[config.mk]
export PLATFORM = sky130hd
export DESIGN_NAME = esm_top
export DESIGN_NICKNAME = d
export VERILOG_FILES = /design/src/esm_pkg.sv /design/src/esm_top.sv /design/src/esm_sync.sv /design/src/esm_otab.sv
export SDC_FILE = /design/constraint.sdc
export NUM_CORES = 1
export LEC_CHECK = 0
export CAP_MARGIN = 40
export CORE_MARGIN = 4
export CORE_UTILIZATION = 30
export CTS_BUF_LIST = sky130_fd_sc_hd__clkbuf_4 sky130_fd_sc_hd__clkbuf_8
export DETAILED_ROUTE_END_ITERATION = 7
export DONT_BUFFER_PORTS = 1
export HOLD_SLACK_MARGIN = 0.1
export PLACE_DENSITY = 0.48
export SLEW_MARGIN = 20
export SYNTH_ARGS = -nofsm -noshare
export SYNTH_HDL_FRONTEND = slang
export SYNTH_SLANG_ARGS = --single-unit
[constraint.sdc]
create_clock -name sys_clk_in -period 4.3 [get_ports sys_clk_in]
set_input_delay 0.645 -clock sys_clk_in [delete_from_list [all_inputs] [get_ports sys_clk_in]]
set_output_delay 0.645 -clock sys_clk_in [all_outputs]
set_load 0.1 [all_outputs]
[src/esm_pkg.sv]
// constants and types shared by the event state machine design files
package esm_pkg;

    // machine dimensions
    localparam int NUM_STATES    = 8;   // states the machine can hold
    localparam int NUM_REQ       = 24;  // transition-request inputs
    localparam int REQ_PER_STATE = 3;   // requests grouped per destination
    localparam int OUT_WIDTH     = 8;   // outputs driven per state
    localparam int SYNC_STAGES   = 3;   // shift stages on each pin-side input, plus the filter flop

    // configuration port byte addresses
    localparam logic [7:0] TRANS_BASE = 8'h00;  // 24 transition slot bytes
    localparam logic [7:0] TRANS_LAST = 8'h17;  // last transition slot byte
    localparam logic [7:0] INIT_ADDR  = 8'h18;  // initial state select
    localparam logic [7:0] STATE_ADDR = 8'h19;  // current state, read only
    localparam logic [7:0] OTAB_BASE  = 8'hd0;  // state0_output_pattern
    localparam logic [7:0] OTAB_LAST  = 8'hd7;  // state7_output_pattern

    // transition slot byte layout
    localparam int TRANS_EN_BIT  = 7;   // slot enable
    localparam int TRANS_SRC_LSB = 0;   // source state field, 3 bits

    // reset values
    localparam logic [7:0] TRANS_RESET = 8'h00;  // all slots disabled
    localparam logic [2:0] INIT_RESET  = 3'h0;   // initial state 0
    localparam logic [7:0] OTAB_ONEHOT = 8'h01;  // state n drives output n

    // machine state codes
    typedef enum logic [2:0] {
        ESM_S0 = 3'b000,
        ESM_S1 = 3'b001,
        ESM_S2 = 3'b010,
        ESM_S3 = 3'b011,
        ESM_S4 = 3'b100,
        ESM_S5 = 3'b101,
        ESM_S6 = 3'b110,
        ESM_S7 = 3'b111
    } esm_state_t;

endpackage

[src/esm_top.sv]
// event-driven eight-state machine with configuration byte port
`timescale 1ns/1ps
// Overview of operation
// - two to eight states, set by configuration
// - 25 inputs: 24 requests, one return
// - high request level takes its transition
// - three request inputs per destination state
// - any state may leave to all others
// - low return input forces configured initial state
// - at most 24 transitions, one per input
// - current state's table byte drives outputs
// - table bytes at 0xd0 to 0xd7 readable/writable
// - routing configuration readable and rewritable by master
// - table writes show at state change or reset
// - unsynchronised inputs, earliest valid request wins
// - new state and outputs within bounded delay
// - state changes only from input activity
// - earlier competing request wins, exactly one occurs
// - pending exit request leaves after one delay
module esm_top
    import esm_pkg::*;
(
    input  wire logic               sys_clk_in,
    input  wire logic               srst_in,
    input  wire logic [NUM_REQ-1:0] trans_req_in,
    input  wire logic               return_to_initial_n_in,
    input  wire logic               cfg_wr_in,
    input  wire logic               cfg_rd_in,
    input  wire logic [7:0]         cfg_addr_in,
    input  wire logic [7:0]         cfg_wdata_in,
    output logic      [OUT_WIDTH-1:0] state_output_out,
    output logic      [2:0]         state_out,
    output logic      [7:0]         cfg_rdata_out,
    output logic                    cfg_rvalid_out
);

    ////////////////////////////////////////////////////////////////////
    // declarations
    logic [NUM_REQ-1:0]              req_sync;        // filtered requests
    logic                            ret_n_sync;      // filtered return input
    logic                            rst_act;         // return-to-initial active
    logic [7:0]                      trans_cfg_reg [NUM_REQ];  // slot bytes
    logic [2:0]                      init_state_reg;  // configured initial state
    esm_state_t                      state_reg;       // current state
    logic [NUM_STATES*OUT_WIDTH-1:0] table_vec;       // output table contents
    logic                            otab_wr;         // table write strobe
    logic [NUM_REQ-1:0]              hit;             // valid exit requests
    logic                            take;            // a transition fires
    logic [4:0]                      win;             // winning slot index
    logic [2:0]                      dest;            // winning destination
    logic [7:0]                      rd_mux;          // read data selection

    ////////////////////////////////////////////////////////////////////
    // pin-side synchronisers for all 25 inputs
    esm_sync #(
        .WIDTH (NUM_REQ),
        .INIT  (1'b0)
    ) u_req_sync (
        .sys_clk_in (sys_clk_in),
        .srst_in    (srst_in),
        .async_in   (trans_req_in),
        .sync_out   (req_sync)
    );

    esm_sync #(
        .WIDTH (1),
        .INIT  (1'b1)
    ) u_ret_sync (
        .sys_clk_in (sys_clk_in),
        .srst_in    (srst_in),
        .async_in   (return_to_initial_n_in),
        .sync_out   (ret_n_sync)
    );

    // active low return input
    assign rst_act = ~ret_n_sync;

    ////////////////////////////////////////////////////////////////////
    // output table
    assign otab_wr = cfg_wr_in && (cfg_addr_in >= OTAB_BASE) && (cfg_addr_in <= OTAB_LAST);

    esm_otab u_otab (
        .sys_clk_in (sys_clk_in),
        .srst_in    (srst_in),
        .wr_in      (otab_wr),
        .wr_idx_in  (cfg_addr_in[2:0]),
        .wr_data_in (cfg_wdata_in),
        .table_out  (table_vec)
    );

    ////////////////////////////////////////////////////////////////////
    // transition slot configuration, slot k leads into state k/3
    always_ff @(posedge sys_clk_in) begin
        if (srst_in) begin
            for (int k = 0; k < NUM_REQ; k++) begin
                trans_cfg_reg[k] <= TRANS_RESET;
            end
        end else if (cfg_wr_in && (cfg_addr_in <= TRANS_LAST)) begin
            trans_cfg_reg[cfg_addr_in[4:0]] <= cfg_wdata_in;
        end
    end

    // initial state selection
    always_ff @(posedge sys_clk_in) begin
        if (srst_in) begin
            init_state_reg <= INIT_RESET;
        end else if (cfg_wr_in && (cfg_addr_in == INIT_ADDR)) begin
            init_state_reg <= cfg_wdata_in[2:0];
        end
    end

    ////////////////////////////////////////////////////////////////////
    // valid exit requests from the current state
    always_comb begin
        for (int k = 0; k < NUM_REQ; k++) begin
            hit[k] = req_sync[k]
                  && trans_cfg_reg[k][TRANS_EN_BIT]
                  && (trans_cfg_reg[k][TRANS_SRC_LSB +: 3] == state_reg)
                  && (3'(k / REQ_PER_STATE) != state_reg);
        end
    end

    // lowest index wins among requests seen in the same cycle
    always_comb begin
        take = 1'b0;
        win  = 5'h00;
        for (int k = NUM_REQ - 1; k >= 0; k--) begin
            if (hit[k]) begin
                take = 1'b1;
                win  = 5'(k);
            end
        end
        dest = 3'(win / 5'(REQ_PER_STATE));
    end

    ////////////////////////////////////////////////////////////////////
    // state register; any change needs a request or the return input
    always_ff @(posedge sys_clk_in) begin
        if (srst_in) begin
            state_reg <= esm_state_t'(INIT_RESET);
        end else if (rst_act) begin
            state_reg <= esm_state_t'(init_state_reg);
        end else if (take) begin
            // a pending exit fires on the very next cycle
            state_reg <= esm_state_t'(dest);
        end
    end

    // state observed by software and the routing matrix
    always_ff @(posedge sys_clk_in) begin
        if (srst_in) begin
            state_out <= INIT_RESET;
        end else if (rst_act) begin
            state_out <= init_state_reg;
        end else if (take) begin
            state_out <= dest;
        end
    end

    ////////////////////////////////////////////////////////////////////
    // outputs load from the table only on a change or while in reset
    always_ff @(posedge sys_clk_in) begin
        if (srst_in) begin
            state_output_out <= OTAB_ONEHOT;
        end else if (rst_act) begin
            // held in reset: written table shows at once
            state_output_out <= table_vec[init_state_reg*OUT_WIDTH +: OUT_WIDTH];
        end else if (take) begin
            state_output_out <= table_vec[dest*OUT_WIDTH +: OUT_WIDTH];
        end
    end

    ////////////////////////////////////////////////////////////////////
    // configuration read decode; unmapped addresses read zero
    always_comb begin
        rd_mux = 8'h00;
        if (cfg_addr_in <= TRANS_LAST) begin
            rd_mux = trans_cfg_reg[cfg_addr_in[4:0]];
        end else if (cfg_addr_in == INIT_ADDR) begin
            rd_mux = {5'h00, init_state_reg};
        end else if (cfg_addr_in == STATE_ADDR) begin
            rd_mux = {5'h00, state_reg};
        end else if (cfg_addr_in >= OTAB_BASE && cfg_addr_in <= OTAB_LAST) begin
            rd_mux = table_vec[cfg_addr_in[2:0]*OUT_WIDTH +: OUT_WIDTH];
        end
    end

    // read data register, valid one cycle after the strobe
    always_ff @(posedge sys_clk_in) begin
        if (srst_in) begin
            cfg_rdata_out  <= 8'h00;
            cfg_rvalid_out <= 1'b0;
        end else begin
            cfg_rvalid_out <= cfg_rd_in;
            if (cfg_rd_in) begin
                cfg_rdata_out <= rd_mux;
            end
        end
    end
endmodule

[src/esm_sync.sv]
// three-stage input synchroniser with agreement filter
`timescale 1ns/1ps
module esm_sync
    import esm_pkg::*;
#(
    parameter int         WIDTH = 1,
    parameter logic [0:0] INIT  = 1'b0
) (
    input  wire logic             sys_clk_in,
    input  wire logic             srst_in,
    input  wire logic [WIDTH-1:0] async_in,
    output logic      [WIDTH-1:0] sync_out
);

    logic [WIDTH-1:0] s1_reg;  // first stage, read only by s2
    logic [WIDTH-1:0] s2_reg;  // second stage
    logic [WIDTH-1:0] s3_reg;  // third stage

    ////////////////////////////////////////////////////////////////////
    // shift chain
    always_ff @(posedge sys_clk_in) begin
        if (srst_in) begin
            s1_reg <= {WIDTH{INIT}};
            s2_reg <= {WIDTH{INIT}};
            s3_reg <= {WIDTH{INIT}};
        end else begin
            s1_reg <= async_in;
            s2_reg <= s1_reg;
            s3_reg <= s2_reg;
        end
    end

    ////////////////////////////////////////////////////////////////////
    // a bit changes only once stages two and three agree
    always_ff @(posedge sys_clk_in) begin
        if (srst_in) begin
            sync_out <= {WIDTH{INIT}};
        end else begin
            for (int i = 0; i < WIDTH; i++) begin
                if (s2_reg[i] == s3_reg[i]) begin
                    sync_out[i] <= s3_reg[i];
                end
            end
        end
    end

endmodule

[src/esm_otab.sv]
// per-state output pattern table, one byte per state
`timescale 1ns/1ps
module esm_otab
    import esm_pkg::*;
(
    input  wire logic                            sys_clk_in,
    input  wire logic                            srst_in,
    input  wire logic                            wr_in,
    input  wire logic [2:0]                      wr_idx_in,
    input  wire logic [7:0]                      wr_data_in,
    output logic      [NUM_STATES*OUT_WIDTH-1:0] table_out
);

    ////////////////////////////////////////////////////////////////////
    // table storage; defaults to one-hot, byte n has bit n set
    always_ff @(posedge sys_clk_in) begin
        if (srst_in) begin
            for (int n = 0; n < NUM_STATES; n++) begin
                table_out[n*OUT_WIDTH +: OUT_WIDTH] <= OTAB_ONEHOT << n;
            end
        end else if (wr_in) begin
            table_out[wr_idx_in*OUT_WIDTH +: OUT_WIDTH] <= wr_data_in;
        end
    end

endmodule

======== After elaboration in Yosys (flattened, before gate mapping) ========
Memories as Yosys holds them, arrays and structs flattened.
Index checks and enable logic that the tools add are counted.
storage, ports and cells
  register bits after elaboration ......... 187
  latch bits .............................. 0
  RAM bits ................................ 192
  bits in read-only memories .............. 0
  bits of input ports ..................... 45
  output and inout port bits .............. 20
  logic and storage cells ................. 251
  memories ................................ 1
memories
  memory         depth  width  read ports  clocked after Yosys merged registers in  wr ports  line           text
  trans_cfg_reg  24     8      25          0                                        24        esm_top.sv:42  logic [7:0] trans_cfg_reg [NUM_REQ];
cells by class
  add/sub/neg operators ................... 1
  multipliers ............................. 0
  div/mod/pow operators ................... 1
  magnitude comparators ................... 3
  equality and inequality tests ........... 59
  shifts and indexed selects .............. 5
  muxes and demuxes ....................... 65
  bitwise logic cells ..................... 0
  reductions and logical operators ........ 79
operators by type and width
  cell                     number
  $shiftx 64x7->8          3
  $mux 5                   25
  $logic_and 1x1->1        77
  $eq 3x3->1               24
  $bwmux 64                1
  $shift 8x34->64 const A  1
  $shiftx 8x34->64         1
  $mux 8                   7
  $neg 6->34               1
  $mux 1                   30
  $eq 1x1->1               25
  $eq 8x5->1 const B       2
  $ne 3x3->1 const A       4
  $ge 8x8->1 const B       1
  $le 8x5->1 const B       1
  $le 8x8->1 const B       1
  $reduce_or 8->1          1
  $mux 3                   2
  $ne 2x3->1 const A       2
  $div 5x2->5 const B      1
  $ne 1x3->1 const A       1
  $reduce_bool 3->1        1
  $ne 2x2->1 const B       1

======== Logic depth before layout (Yosys ltp) ========
Gate-level depths: netlist of the first run.
  depth in word-level cells ............... 31
  depth in mapped cells ................... 21
  gate-level depth less buffers ........... 17

======== Modules after synthesis ========
Synthesis of the first run repeated with hierarchy kept, for this count alone.
second synthesis, totals
  cell total of the unflattened synthesis .. 1750
  area total of the unflattened synthesis .. 20060.5 um^2
by module, submodules not included
  module                 instances  cells each  area each (um^2)  sequential area each (um^2)
  esm_top                1          1174        14532.7           7307.0
  esm_sync (u_req_sync)  1          250         2762.6            1921.8
  esm_otab               1          316         2650.0            1281.2
  esm_sync (u_ret_sync)  1          10          115.1             80.1

======== Worst setup path before layout of the first run ========
OpenSTA, ideal clock, no wires.
  path type ............................... flip-flop to flip-flop
  from .................................... register state_out[0] (netlist name)
  to ...................................... register state_output_out[7]
  library setup time ...................... 0.132 ns
  arrival time ............................ 4.621 ns
  required time ........................... 4.168 ns
  path slack .............................. -0.453 ns
  cell stages (with the launch flop) ...... 20
  path buffers ............................ 2
  clock period less this slack ............ 4.753 ns
  path through ............................ dfxtp_1 -> buf_4 -> or3b_1 -> a211o_1 -> a21oi_2 -> nor2_1 -> o21a_1 -> a311o_1 -> inv_1 -> ha_1 -> nor2_1 -> nand2_1 -> mux2i_1 -> nor4_2 -> a221oi_4 -> o31ai_4 -> buf_6 -> mux2_4 -> a222oi_1 -> a21oi_1
RTL lines
  element               line            text
  to (signal assigned)  esm_top.sv:167  state_output_out <= table_vec[init_state_reg*OUT_WIDTH +: OUT_WIDTH];
  to (signal assigned)  esm_top.sv:169  state_output_out <= table_vec[dest*OUT_WIDTH +: OUT_WIDTH];
  to (decl)             esm_top.sv:31   output logic [OUT_WIDTH-1:0] state_output_out,

==> metrics.md, run 1 <==
| Metric | Value |
|---|---|
| P&R area growth vs syn | 21.3% |
| Share of layout cells above drive strength 1 | 21.5% |
| Via/cell ratio | 5.03 |
| Initial antenna violation count | 3 |
| First-pass GRT wire length | 85400 µm |
| Routed length per instance | 22.4 µm |
| Post-synth ARST share | 0% |
| GPL Wtd Cong | 0.826 |
| CTS buffer count | 73 |
| CP arrival | 4.79 ns |
| Clk slew on worst S/H paths | 0.06 ns |
| Core area | 60500 µm² |
| Vias in the first global route | 13000 |
| DRC viols | 0 |
| Post-Synthesis Cells | ~1600 |
| Die height | between 200 and 300 µm |
| Fillers | ~5800 |
| Max Slew Vio Count | 0 |
| CTS tree | done |
| Top-area cell type share of the netlist area | 34.1% |
| VDD IR-drop max | 0.154 mV |
| Min Tclk post-route | 4.26 ns |
| Unrepaired setup endpoints after global routing | true |
| Max FO, Critical Path | 14 |
| Final worst-path cycle share | 99.0% |
| Area of the multi-input gates | 8020 µm² |
| Slew headroom | 46.5% |
| Status | complete, no violations |
| Power Total | 8.51 mW |
| Bufs on Longest Clock Path | 3 |
| Final Routed Wirelength | around 58000 µm |
| TritonRoute pass-1 iters | 5 |
| Sink Count | around 400 |
| Largest net degree at the start of global routing | 114 |
| Crit Path Class | reg2reg |
| Count of input and output buffers | 0 |
| Max-cap violation count | 0 |
| Post-Syn Area | 18300 µm² |
| Post-synthesis sequential area ratio | 54.5% |
| Number of setup violations in the final report | 0 |
| Syn. warnings | 0 |
| Global route total overflow | 0 |
| Post-Place Cell Area | 20000 µm² |
| Sequential Area | 10000 µm² |
| Vias | 13100 |
| Row cnt | 90 |
| Final ANT Viol Nets | 0 |
| Max reg flops | ~210 |
| H-tree lvl count | 3 |
| P_leak | 8.11 nW |
| Worst slew pin tran | 0.801 ns |
| GRT Total Usage | 17.6% |
| Worst hold path type | in2reg |
| Die area | 65100 µm² |
| Top post-synthesis cells by area | edfxtp_1, dfxtp_1, mux4_2, and2_1, nor2_1 |
| Fin Clk Skew | 0.0356 ns |
| Total Nets Final | 1809 |
| Synth Area per Inst | 11.3 µm² |
| Hold_ws | 0.154 ns |
| Die Wd | 255 µm |
| Setup TNS | 0 ns |
| Num ports | 65 |
| DR iter-0 viols | around 1000 |
| Critical path endpoint category | register |
| Clock root cell | clkbuf_8 |
| Required @ worst endpoint | roughly 4.8 ns |
| Worst skew pair latency | 0.67 ns |
| Final hold viol count | 0 |
| Netlist cell types | 73 |
| Top_reg_cell synth | edfxtp_1 |
| EDFF count, synth | 208 |
| FMAX | approximately 230 MHz |
| DP HPWL | between 30000 and 40000 µm |
| Design Area, Final | approximately 22000 µm² |
| PD cells | 383 nW/µm² |
| Initial Util | roughly 30% |
| Synth area leader | edfxtp_1 |
| Synth Register Bits | 395 |
| CP Launch Type | register |
## logic make-up (layout without fill, tap and decap cells)
group                      after synthesis  in the layout  share of synthesized area (%)
and+or+nand+nor                        700            700                           19.7
DFF                                    395            395                           54.5
AOI/OAI and AO/OA                      234            234                           8.26
muxes                                  113            113                           11.7
buffers and inverters                  111            288                           2.65
xor gates and xnor gates                57             57                           2.72
adders and majority gates                8              8                          0.546
other                                    1             19                         0.0205
## power by group
group | switching, mW | internal (mW) | leakage [nW]
logic | 0.261 | 0.211 | 3.79
clock network | 1.62 | 2.23 | 0.823
registers | 0.0799 | 4.10 | 3.50
total | 1.96 | 6.55 | 8.11
## layer usage
metal / global-route usage [%] / wire (µm) / up-vias
li1: - / - / 6025
met1: 25.0 / 27000 / 6584
met2: 27.6 / 26700 / 367
met3: 3.43 / 3370 / 77
met4: 5.24 / 1160 / 0
met5: 0 / 0 / -
## worst paths after layout
| kind | start | end | slack, ns | cells after the start |
|---|---|---|---|---|
| worst max-delay path | state_out[2]$_SDFFE_PP0P_ | state_output_out[0]$_SDFFE_PP1P_ | 0.04 | 17 |
| worst max register to register | state_out[2]$_SDFFE_PP0P_ | state_output_out[0]$_SDFFE_PP1P_ | 0.04 | 17 |
| worst min register to register | u_ret_sync.s1_reg$_SDFF_PP1_ | u_ret_sync.s2_reg$_SDFF_PP1_ | 0.42 | 1 |
| worst min-delay path | trans_req_in[17] | u_req_sync.s1_reg[17]$_SDFF_PP0_ | 0.15 | 1 |
## metrics by stage
step                instances  worst slack (ns)  utilization, %
global placement         2398             0.101            32.4
global route             2594            -0.122            36.8
floorplan                1634            0.0730               -
finish                   2596            0.0421            36.8
CTS                      2578            0.0167            36.3
detailed placement       2418          -0.00362            33.1
## what timing repair did
item / 4_1_cts / 5_1_grt
pin swaps: 0 / 11
setup buffers: 0 / 9
cloned: 0 / 4
resized for setup: 1 / 19
hold buffers: 30 / 0
endpoints found under the hold margin: 132 / 0
endpoints found under the setup margin: 1 / 8
## synth_stat cells, types with 3 or more instances
cell type / number
inv_1: 12
buf_2: 5
ha_1: 8
nor2b_1: 80
nor3b_1: 6
mux2_2: 6
o21a_1: 3
or3_1: 4
mux4_2: 74
a22oi_1: 20
xor2_1: 46
mux4_1: 3
mux2i_1: 25
a31oi_1: 5
nor2_1: 165
dfxtp_1: 187
or2_2: 27
o2111ai_1: 7
nand3_1: 12
nor3_1: 20
nand2_1: 152
and2_1: 196
nand2b_1: 8
xnor2_1: 11
a21oi_1: 102
and3_1: 4
nor4_1: 9
o21ai_0: 37
o31ai_1: 4
clkbuf_1: 76
buf_4: 7
a222oi_1: 5
a21o_1: 4
edfxtp_1: 208
o211ai_1: 4
a211o_1: 12
buf_1: 6
mux2_4: 5
buf_6: 4
a211oi_1: 6
## critical path, cell delays in order, from the launching register on
cell and delay, ns:
dfxtp_4 0.41, buf_4 0.17, buf_4 0.16, xor2_1 0.16, nor4_1 0.45, o32a_1 0.34, nor3_1 0.12, o21a_1 0.16
ha_4 0.30, nor2_4 0.04, and3_1 0.20, nor4_4 0.30, a221oi_4 0.11, o31ai_4 0.17, buf_12 0.22, mux4_1 0.58
a22oi_2 0.19, nand2_1 0.07
## layout by cell type, fill, tap and decap left out, types with 31 or more instances in the layout
cell	count
nand2_1	151
dfxtp_1	184
clkbuf_8	84
edfxtp_1	208
mux4_2	74
o21ai_0	37
nor2_1	163
and2_1	196
xor2_1	46
a21oi_1	101
nor2b_1	80
buf_4	84
clkbuf_4	31
## area by class of cell
class	count	area share, %
well taps	782	4.40
multi-input cells	1128	36.1
inverters	12	0.203
clock buffers	115	6.25
flip-flops and latches	395	45.0
diodes	3	0.0338
repair buffers	146	7.31
clock inverters	15	0.760
(Power assumes the default switching activity.)
==> inputs of run 2 (changes only) <==
--- a/config.mk
+++ b/config.mk
@@ -12,7 +12,8 @@
 export DETAILED_ROUTE_END_ITERATION = 7
 export DONT_BUFFER_PORTS = 1
 export HOLD_SLACK_MARGIN = 0.1
-export PLACE_DENSITY = 0.48
+export PLACE_DENSITY_LB_ADDON = 0.08
+export REMOVE_ABC_BUFFERS = 1
 export SLEW_MARGIN = 20
 export SYNTH_ARGS = -nofsm -noshare
 export SYNTH_HDL_FRONTEND = slang
==> run 2 against run 1 <==
- clock-buffer cell count rose by 8
- register-to-register slack improved by 0.02 ns
- combinational power increased by 4%
- clock skew is 0.0034 ns higher
- global-route usage increased by 1.5 points
- routed wire length up 7.2%
- hold slack better by 0.019 ns
- design area grew 1.8%
- largest cell class unchanged
- largest power group unchanged
- highest routed layer unchanged
==> metrics.md, run 2 (same netlist as run 1, synthesis figures left out) <==
| Metric | Value |
|---|---|
| Metal2 WL | about 30000 µm |
| Share of layout cells above drive strength 1 | 22.3% |
| Max-cap violation count | 0 |
| Sw Share | 23.6% |
| Die height | 255 µm |
| Initial antenna violation count | 4 |
| Design Area, Final | 22600 µm² |
| Critical path endpoint category | register |
| Dpl cells | 2425 |
| FMAX | 236 MHz |
| Final hold viol count | 0 |
| Clock root cell | clkbuf_8 |
| Num ports | 65 |
| Slew headroom | 43.6% |
| GPL Wtd Cong | 0.828 |
| Largest net degree at the start of global routing | about 110 |
| Initial Util | 30.3% |
| CP Launch Type | register |
| Worst skew pair latency | 0.66 ns |
| Met3 routed WL | 2960 µm |
| P&R area growth vs syn | 23.4% |
| P_leak | 8.35 nW |
| CP arrival | 4.76 ns |
| Sink Count | 395 |
| Total Nets Final | about 1800 |
| Fillers | 5900 |
| Post-Place Cell Area | 20100 µm² |
| H-tree lvl count | 3 |
| Uppermost layer routed | met4 |
| DP HPWL | 38200 µm |
| Min Tclk post-route | 4.24 ns |
| Routed length per instance | 23.6 µm |
| Bufs on Longest Clock Path | 3 |
| Final ANT Viol Nets | 0 |
| First-pass GRT wire length | between 90000 and 100000 µm |
| Global route total overflow | 0 |
| Setup TNS | 0 ns |
| Count of input and output buffers | 0 |
| Most frequent cells in the layout | edfxtp_1, and2_1, dfxtp_1 |
| Final worst-path cycle share | ~100% |
| CTS tree | done |
| Status | complete, no violations |
| Die area | between 60000 and 70000 µm² |
| Met1 WL | 28500 µm |
| Clk slew on worst S/H paths | roughly 0.06 ns |
| Most common cell after layout, fill and taps aside | edfxtp_1 |
| Vias in the first global route | 13300 |
| Unrepaired setup endpoints after global routing | true |
| Die Wd | 255 µm |
| Layout Cells excl Fill | approximately 2600 |
| CTS buffer count | 75 |
| P_int | 6.60 mW |
| PD cells | approximately 380 nW/µm² |
| Clock power share | a little under half |
| Core area | approximately 60000 µm² |
| Worst hold path type | in2reg |
| Max FO, Critical Path | 8 |
| GRT Total Usage | a little under a fifth |
| Required @ worst endpoint | between 4 and 5 ns |
| Final Routed Wirelength | 62400 µm |
| VDD IR-drop max | 0.211 mV |
| DR iter-0 viols | about 1100 |
| Number of setup violations in the final report | 0 |
| TritonRoute pass-1 iters | 5 |
| Fin Clk Skew | 0.0390 ns |
| Vias | 13200 |
| Worst slew pin tran | roughly 0.84 ns |
| Combinational share of power | 5.7% |
| Crit Path Class | reg2reg |
| Row cnt | 90 |
| Max Slew Vio Count | 0 |
| Switch Pwr | roughly 2.0 mW |
| Via/cell ratio | 5.01 |
| R2R Setup Slk | 0.06 ns |
| Reg power frac | between 40% and 50% |
| DRC viols | 0 |
| Max reg flops | 208 |
==> run 2: cell count changes in the layout (fill, tap and decap cells not counted), sizes merged <==
cell         delta
dlygate4sd3    +31
inv             -1
clkbuf          +4
bufinv          -1
clkinv          +1
buf            +10
==> run 2: final timing paths <==
check | from | end | cells past startpoint
max reg2reg | state_out[2]$_SDFFE_PP0P_ | state_output_out[3]$_SDFFE_PP0P_ | 19
max | state_out[2]$_SDFFE_PP0P_ | state_output_out[3]$_SDFFE_PP0P_ | 19
min | trans_req_in[21] | u_req_sync.s1_reg[21]$_SDFF_PP0_ | 1
min reg2reg | u_ret_sync.s1_reg$_SDFF_PP1_ | u_ret_sync.s2_reg$_SDFF_PP1_ | 1
==> run 2: repair_timing <==
action,CTS,global route
cloned,1,0
setup endpoints to repair,8,8
gates resized for setup,16,20
pin swaps,7,15
buffers inserted,9,4
hold endpoints to repair,159,0
hold buffers,61,0
==> run 2: cell type report <==
| cell class | instances | area (µm²) | share of cell area [%] |
|---|---|---|---|
| multi-input combinational | 1128 | 8080 | 35.7 |
| timing repair buffer | 183 | 1920 | 8.49 |
| tap | 782 | 978 | 4.32 |
| sequential | 395 | 10000 | 44.2 |
| clock buffer | 123 | 1470 | 6.48 |
| antenna | 3 | 7.51 | 0.0332 |
| clock inverter | 14 | 134 | 0.592 |
| inverter | 12 | 45.0 | 0.199 |
==> run 2: through the flow <==
| stage | worst slack [ns] | hold WS [ns] | util (%) | power [mW] |
|---|---|---|---|---|
| final | 0.0603 | 0.173 | 37.4 | 8.63 |
| after global routing | -0.160 | 0.123 | 37.4 | 8.97 |
| after CTS | 0.000485 | 0.101 | 37.2 | 8.76 |
| after detailed placement | -0.109 | 0.400 | 33.2 | 4.67 |
| after global placement | -0.00320 | 0.391 | 32.5 | 4.65 |
| after floorplan | -1.27 | 0.389 | - | 4.50 |
==> run 2: power groups by stage <==
stage                     combinational [mW]  sequential (mW)  clock [mW]
after floorplan                        0.247             4.25           0
after global placement                 0.363             4.28           0
after detailed placement               0.409             4.26           0
after CTS                              0.494             4.18        4.09
after global routing                   0.524             4.19        4.25
final                                  0.492             4.18        3.96
==> run 2: metal layers <==
| metal | vias to the layer above | GRT usage [%] |
|---|---|---|
| li1 | 6118 | - |
| met1 | 6695 | 26.1 |
| met2 | 315 | 31.3 |
| met3 | 92 | 3.92 |
| met4 | 0 | 4.79 |
| met5 | - | 0 |
==> run 2: worst max-delay path, stage by stage, from the launching register on <==
cell and delay (ns):
dfxtp_4 0.39, buf_12 0.14, buf_4 0.15, xor2_1 0.17, or4_4 0.56, a21oi_2 0.16
o21a_1 0.14, a311o_1 0.18, inv_2 0.08, ha_4 0.28, nor2_4 0.03, and3_1 0.20
nor4_4 0.31, a221oi_4 0.11, o31ai_4 0.17, buf_4 0.22, buf_6 0.15, mux4_2 0.52
nand2_1 0.08, a21oi_1 0.06
==> inputs of run 3 (changes only) <==
--- a/config.mk
+++ b/config.mk
@@ -9,11 +9,13 @@
 export CORE_MARGIN = 4
 export CORE_UTILIZATION = 30
 export CTS_BUF_LIST = sky130_fd_sc_hd__clkbuf_4 sky130_fd_sc_hd__clkbuf_8
+export CTS_CLUSTER_DIAMETER = 200
 export DETAILED_ROUTE_END_ITERATION = 7
 export DONT_BUFFER_PORTS = 1
 export HOLD_SLACK_MARGIN = 0.1
 export PLACE_DENSITY_LB_ADDON = 0.08
 export REMOVE_ABC_BUFFERS = 1
+export SETUP_SLACK_MARGIN = 0.3
 export SLEW_MARGIN = 20
 export SYNTH_ARGS = -nofsm -noshare
 export SYNTH_HDL_FRONTEND = slang
==> run 3 against run 2 <==
- design area increased by 3.5%
- core utilization rose by 1.3 points
- non-clock buffer count increased by 74
- global-route usage grew 0.66 points
- critical path depth up 2
- clock power is essentially flat
- clock-buffer cell count unchanged
- largest cell class unchanged
- fmax fell by 1.2%
==> metrics.md, run 3 (same netlist as run 1, synthesis figures left out) <==
| Metric | Value |
|---|---|
| CP Cell Sequence | buf_12 > xor2_1 > or3_1 > a211oi_2 > buf_4 > nor2_2 > a31o_1 > a311o_1 > inv_2 > ha_4 > nor2_4 > nand2_2 > mux2i_2 > nor4_4 > a221oi_4 > o31ai_4 > buf_6 > buf_16 > mux2_2 > a222oi_1 > a21oi_1 |
| Clock root cell | clkbuf_8 |
| CP arrival | 4.83 ns |
| Crit Path Class | reg2reg |
| Max-cap violation count | 0 |
| Hold Path End | u_req_sync.s1_reg[21]$_SDFF_PP0_ |
| DRC viols | 0 |
| Row cnt | 90 |
| PD cells | 369 nW/µm² |
| Combinational share of power | 5.8% |
| Most frequent cells in the layout | edfxtp_1, and2_1, dfxtp_1 |
| TritonRoute pass-1 iters | 5 |
| Number of setup violations in the final report | 0 |
| Clock power share | 45.9% |
| Num ports | 65 |
| Final worst-path cycle share | about 100% |
| CTS tree | done |
| Worst R2R End | state_output_out[7]$_SDFFE_PP0P_ |
| Reg power frac | 48.3% |
| Largest stage delay on the critical path | 0.36 ns |
| Via/cell ratio | 5.04 |
| P&R area growth vs syn | 27.8% |
| Most common cell after layout, fill and taps aside | edfxtp_1 |
| Vias in the first global route | roughly 14000 |
| Initial antenna violation count | 4 |
| GRT Total Usage | 19.8% |
| DP HPWL | 38200 µm |
| Vias | 13700 |
| Layout Cells excl Fill | 2712 |
| R2R depth | 21 |
| DR iter-0 viols | 1092 |
| Sink Count | 395 |
| Clk slew on worst S/H paths | 0.07 ns |
| Initial Util | 30.3% |
| Status | complete, no violations |
| Slowest-stage cell, CP | dfxtp_4 |
| P_int | 6.61 mW |
| Required @ worst endpoint | around 4.8 ns |
| Max Slew Vio Count | 0 |
| GPL Wtd Cong | approximately 0.83 |
| Unrepaired setup endpoints after global routing | true |
| FMAX | between 200 and 250 MHz |
| Hold_sp | trans_req_in[21] |
| Reg2Reg Launch Point | state_out[1]$_SDFFE_PP0P_ |
| Largest net degree at the start of global routing | 131 |
| Final hold viol count | 0 |
| Core area | 60500 µm² |
| Crit path from | state_out[1]$_SDFFE_PP0P_ |
| Worst skew pair latency | 0.67 ns |
| Share of layout cells above drive strength 1 | 22.2% |
| First-pass GRT wire length | around 94000 µm |
| Critical path endpoint category | register |
| Final ANT Viol Nets | 0 |
| Worst hold path type | in2reg |
| Worst slew pin tran | 0.841 ns |
| Routed length per instance | 23.7 µm |
| Max FO, Critical Path | 7 |
| Die Wd | 255 µm |
| R2R Setup Slk | approximately 0.0083 ns |
| Die area | 65100 µm² |
| Switch Pwr | 2.04 mW |
| Total Nets Final | just under 2000 |
| Post-Place Cell Area | roughly 20000 µm² |
| CP delay by family, top | compound AO/OA/AOI/OAI gates |
| Max reg flops | ~210 |
| VDD IR-drop max | 0.223 mV |
| CTS buffer count | 75 |
| P_leak | 8.85 nW |
| Design Area, Final | about 23000 µm² |
| Global route total overflow | 0 |
| Hold Crit Depth | 1 |
| Final Routed Wirelength | 64400 µm |
| Slew headroom | 43.9% |
| Die height | roughly 260 µm |
| Fin Clk Skew | 0.0419 ns |
| CP Launch Type | register |
| Critical path buffers and inverters | 5 |
| H-tree lvl count | 3 |
| Fillers | 5867 |
| Dpl cells | 2425 |
| Count of input and output buffers | 0 |
| Bufs on Longest Clock Path | 3 |
| Sw Share | approximately a quarter |
| Min Tclk post-route | 4.29 ns |
run 3: cell types whose count changed in the layout (fill, tap and decap cells not counted), moves of 2 or more:
cell | previous run | this run
a21oi_4 | 2 | 4
diode_2 | 3 | 1
buf_12 | 6 | 8
o21ai_1 | 2 | 0
dlygate4sd3_1 | 58 | 124
buf_4 | 96 | 99
buf_8 | 5 | 8
a21oi_1 | 101 | 98
run 3: worst max path at each step:
stage | end | slack, ns | cells past startpoint
finish | state_output_out[7]$_SDFFE_PP0P_ | 0.008 | 21
global route | state_output_out[5]$_SDFFE_PP0P_ | -0.12 | 21
CTS | state_output_out[2]$_SDFFE_PP0P_ | 0.09 | 20
detailed placement | state_output_out[2]$_SDFFE_PP0P_ | -0.11 | 18
global placement | state_output_out[7]$_SDFFE_PP0P_ | -0.003 | 18
floorplan | state_output_out[0]$_SDFFE_PP1P_ | -1.27 | 16
run 3: layout make-up:
cell class                      instances  area, µm²  share of cell area (%)
Clock buffer                          123       1470                    6.26
Inverter                               12       45.0                   0.192
Antenna cell                            1       2.50                  0.0107
Sequential cell                       395      10000                    42.7
Timing Repair Buffer                  257       2690                    11.5
Multi-Input combinational cell       1128       8110                    34.6
Clock inverter                         14        134                   0.571
Tap cell                              782        978                    4.18
run 3: power by group through the flow:
stage	Sequential, mW	Combinational [mW]	Clock (mW)
after detailed placement	4.26	0.409	0
after global routing	4.19	0.533	4.25
final	4.18	0.502	3.97
after floorplan	4.25	0.247	0
after CTS	4.18	0.501	4.09
after global placement	4.28	0.363	0
run 3: through the flow:
stage          hold slack, ns  utilization [%]  setup slack (ns)  total power, mW  setup TNS (ns)
2_1_floorplan           0.389                -             -1.27             4.50          -10.26
3_3_place_gp            0.391             32.5          -0.00320             4.65        -0.00792
3_5_place_dp            0.400             33.2            -0.109             4.67          -0.715
4_1_cts                 0.101             38.5            0.0942             8.77               0
5_1_grt                 0.123             38.7            -0.124             8.98          -0.833
6_report                0.169             38.7           0.00826             8.65               0
run 3: per-layer routing:
layer,part of all wire [%],vias up,wire length (µm),track usage [%]
met2,47,316,30400,32.6
li1,-,6270,-,-
met3,4.4,99,2840,3.90
met4,2.5,0,1640,4.96
met5,0,-,0,0
met1,46,6989,29500,26.9
run 3: worst reg2reg max path, delay by kind of cell, from the launching register on:
kind                     cells  cell delay (ns)
buffers and inverters        5             0.74
flip-flops                   1             0.36
AO/OA/AOI/OAI                7             1.62
multiplexers                 2             0.47
AND/OR/NAND/NOR              5             0.63
adder cells (fa/ha/maj)      1             0.21
XOR/XNOR                     1             0.15
run 3: what timing repair did:
item                       in CTS  in global routing
pin swaps                      20                 10
setup endpoints to repair       9                  9
buffers inserted               14                  4
hold buffers                  127                  0
hold endpoints to repair      159                  0
resized for setup              29                 16
cloned                          1                  0
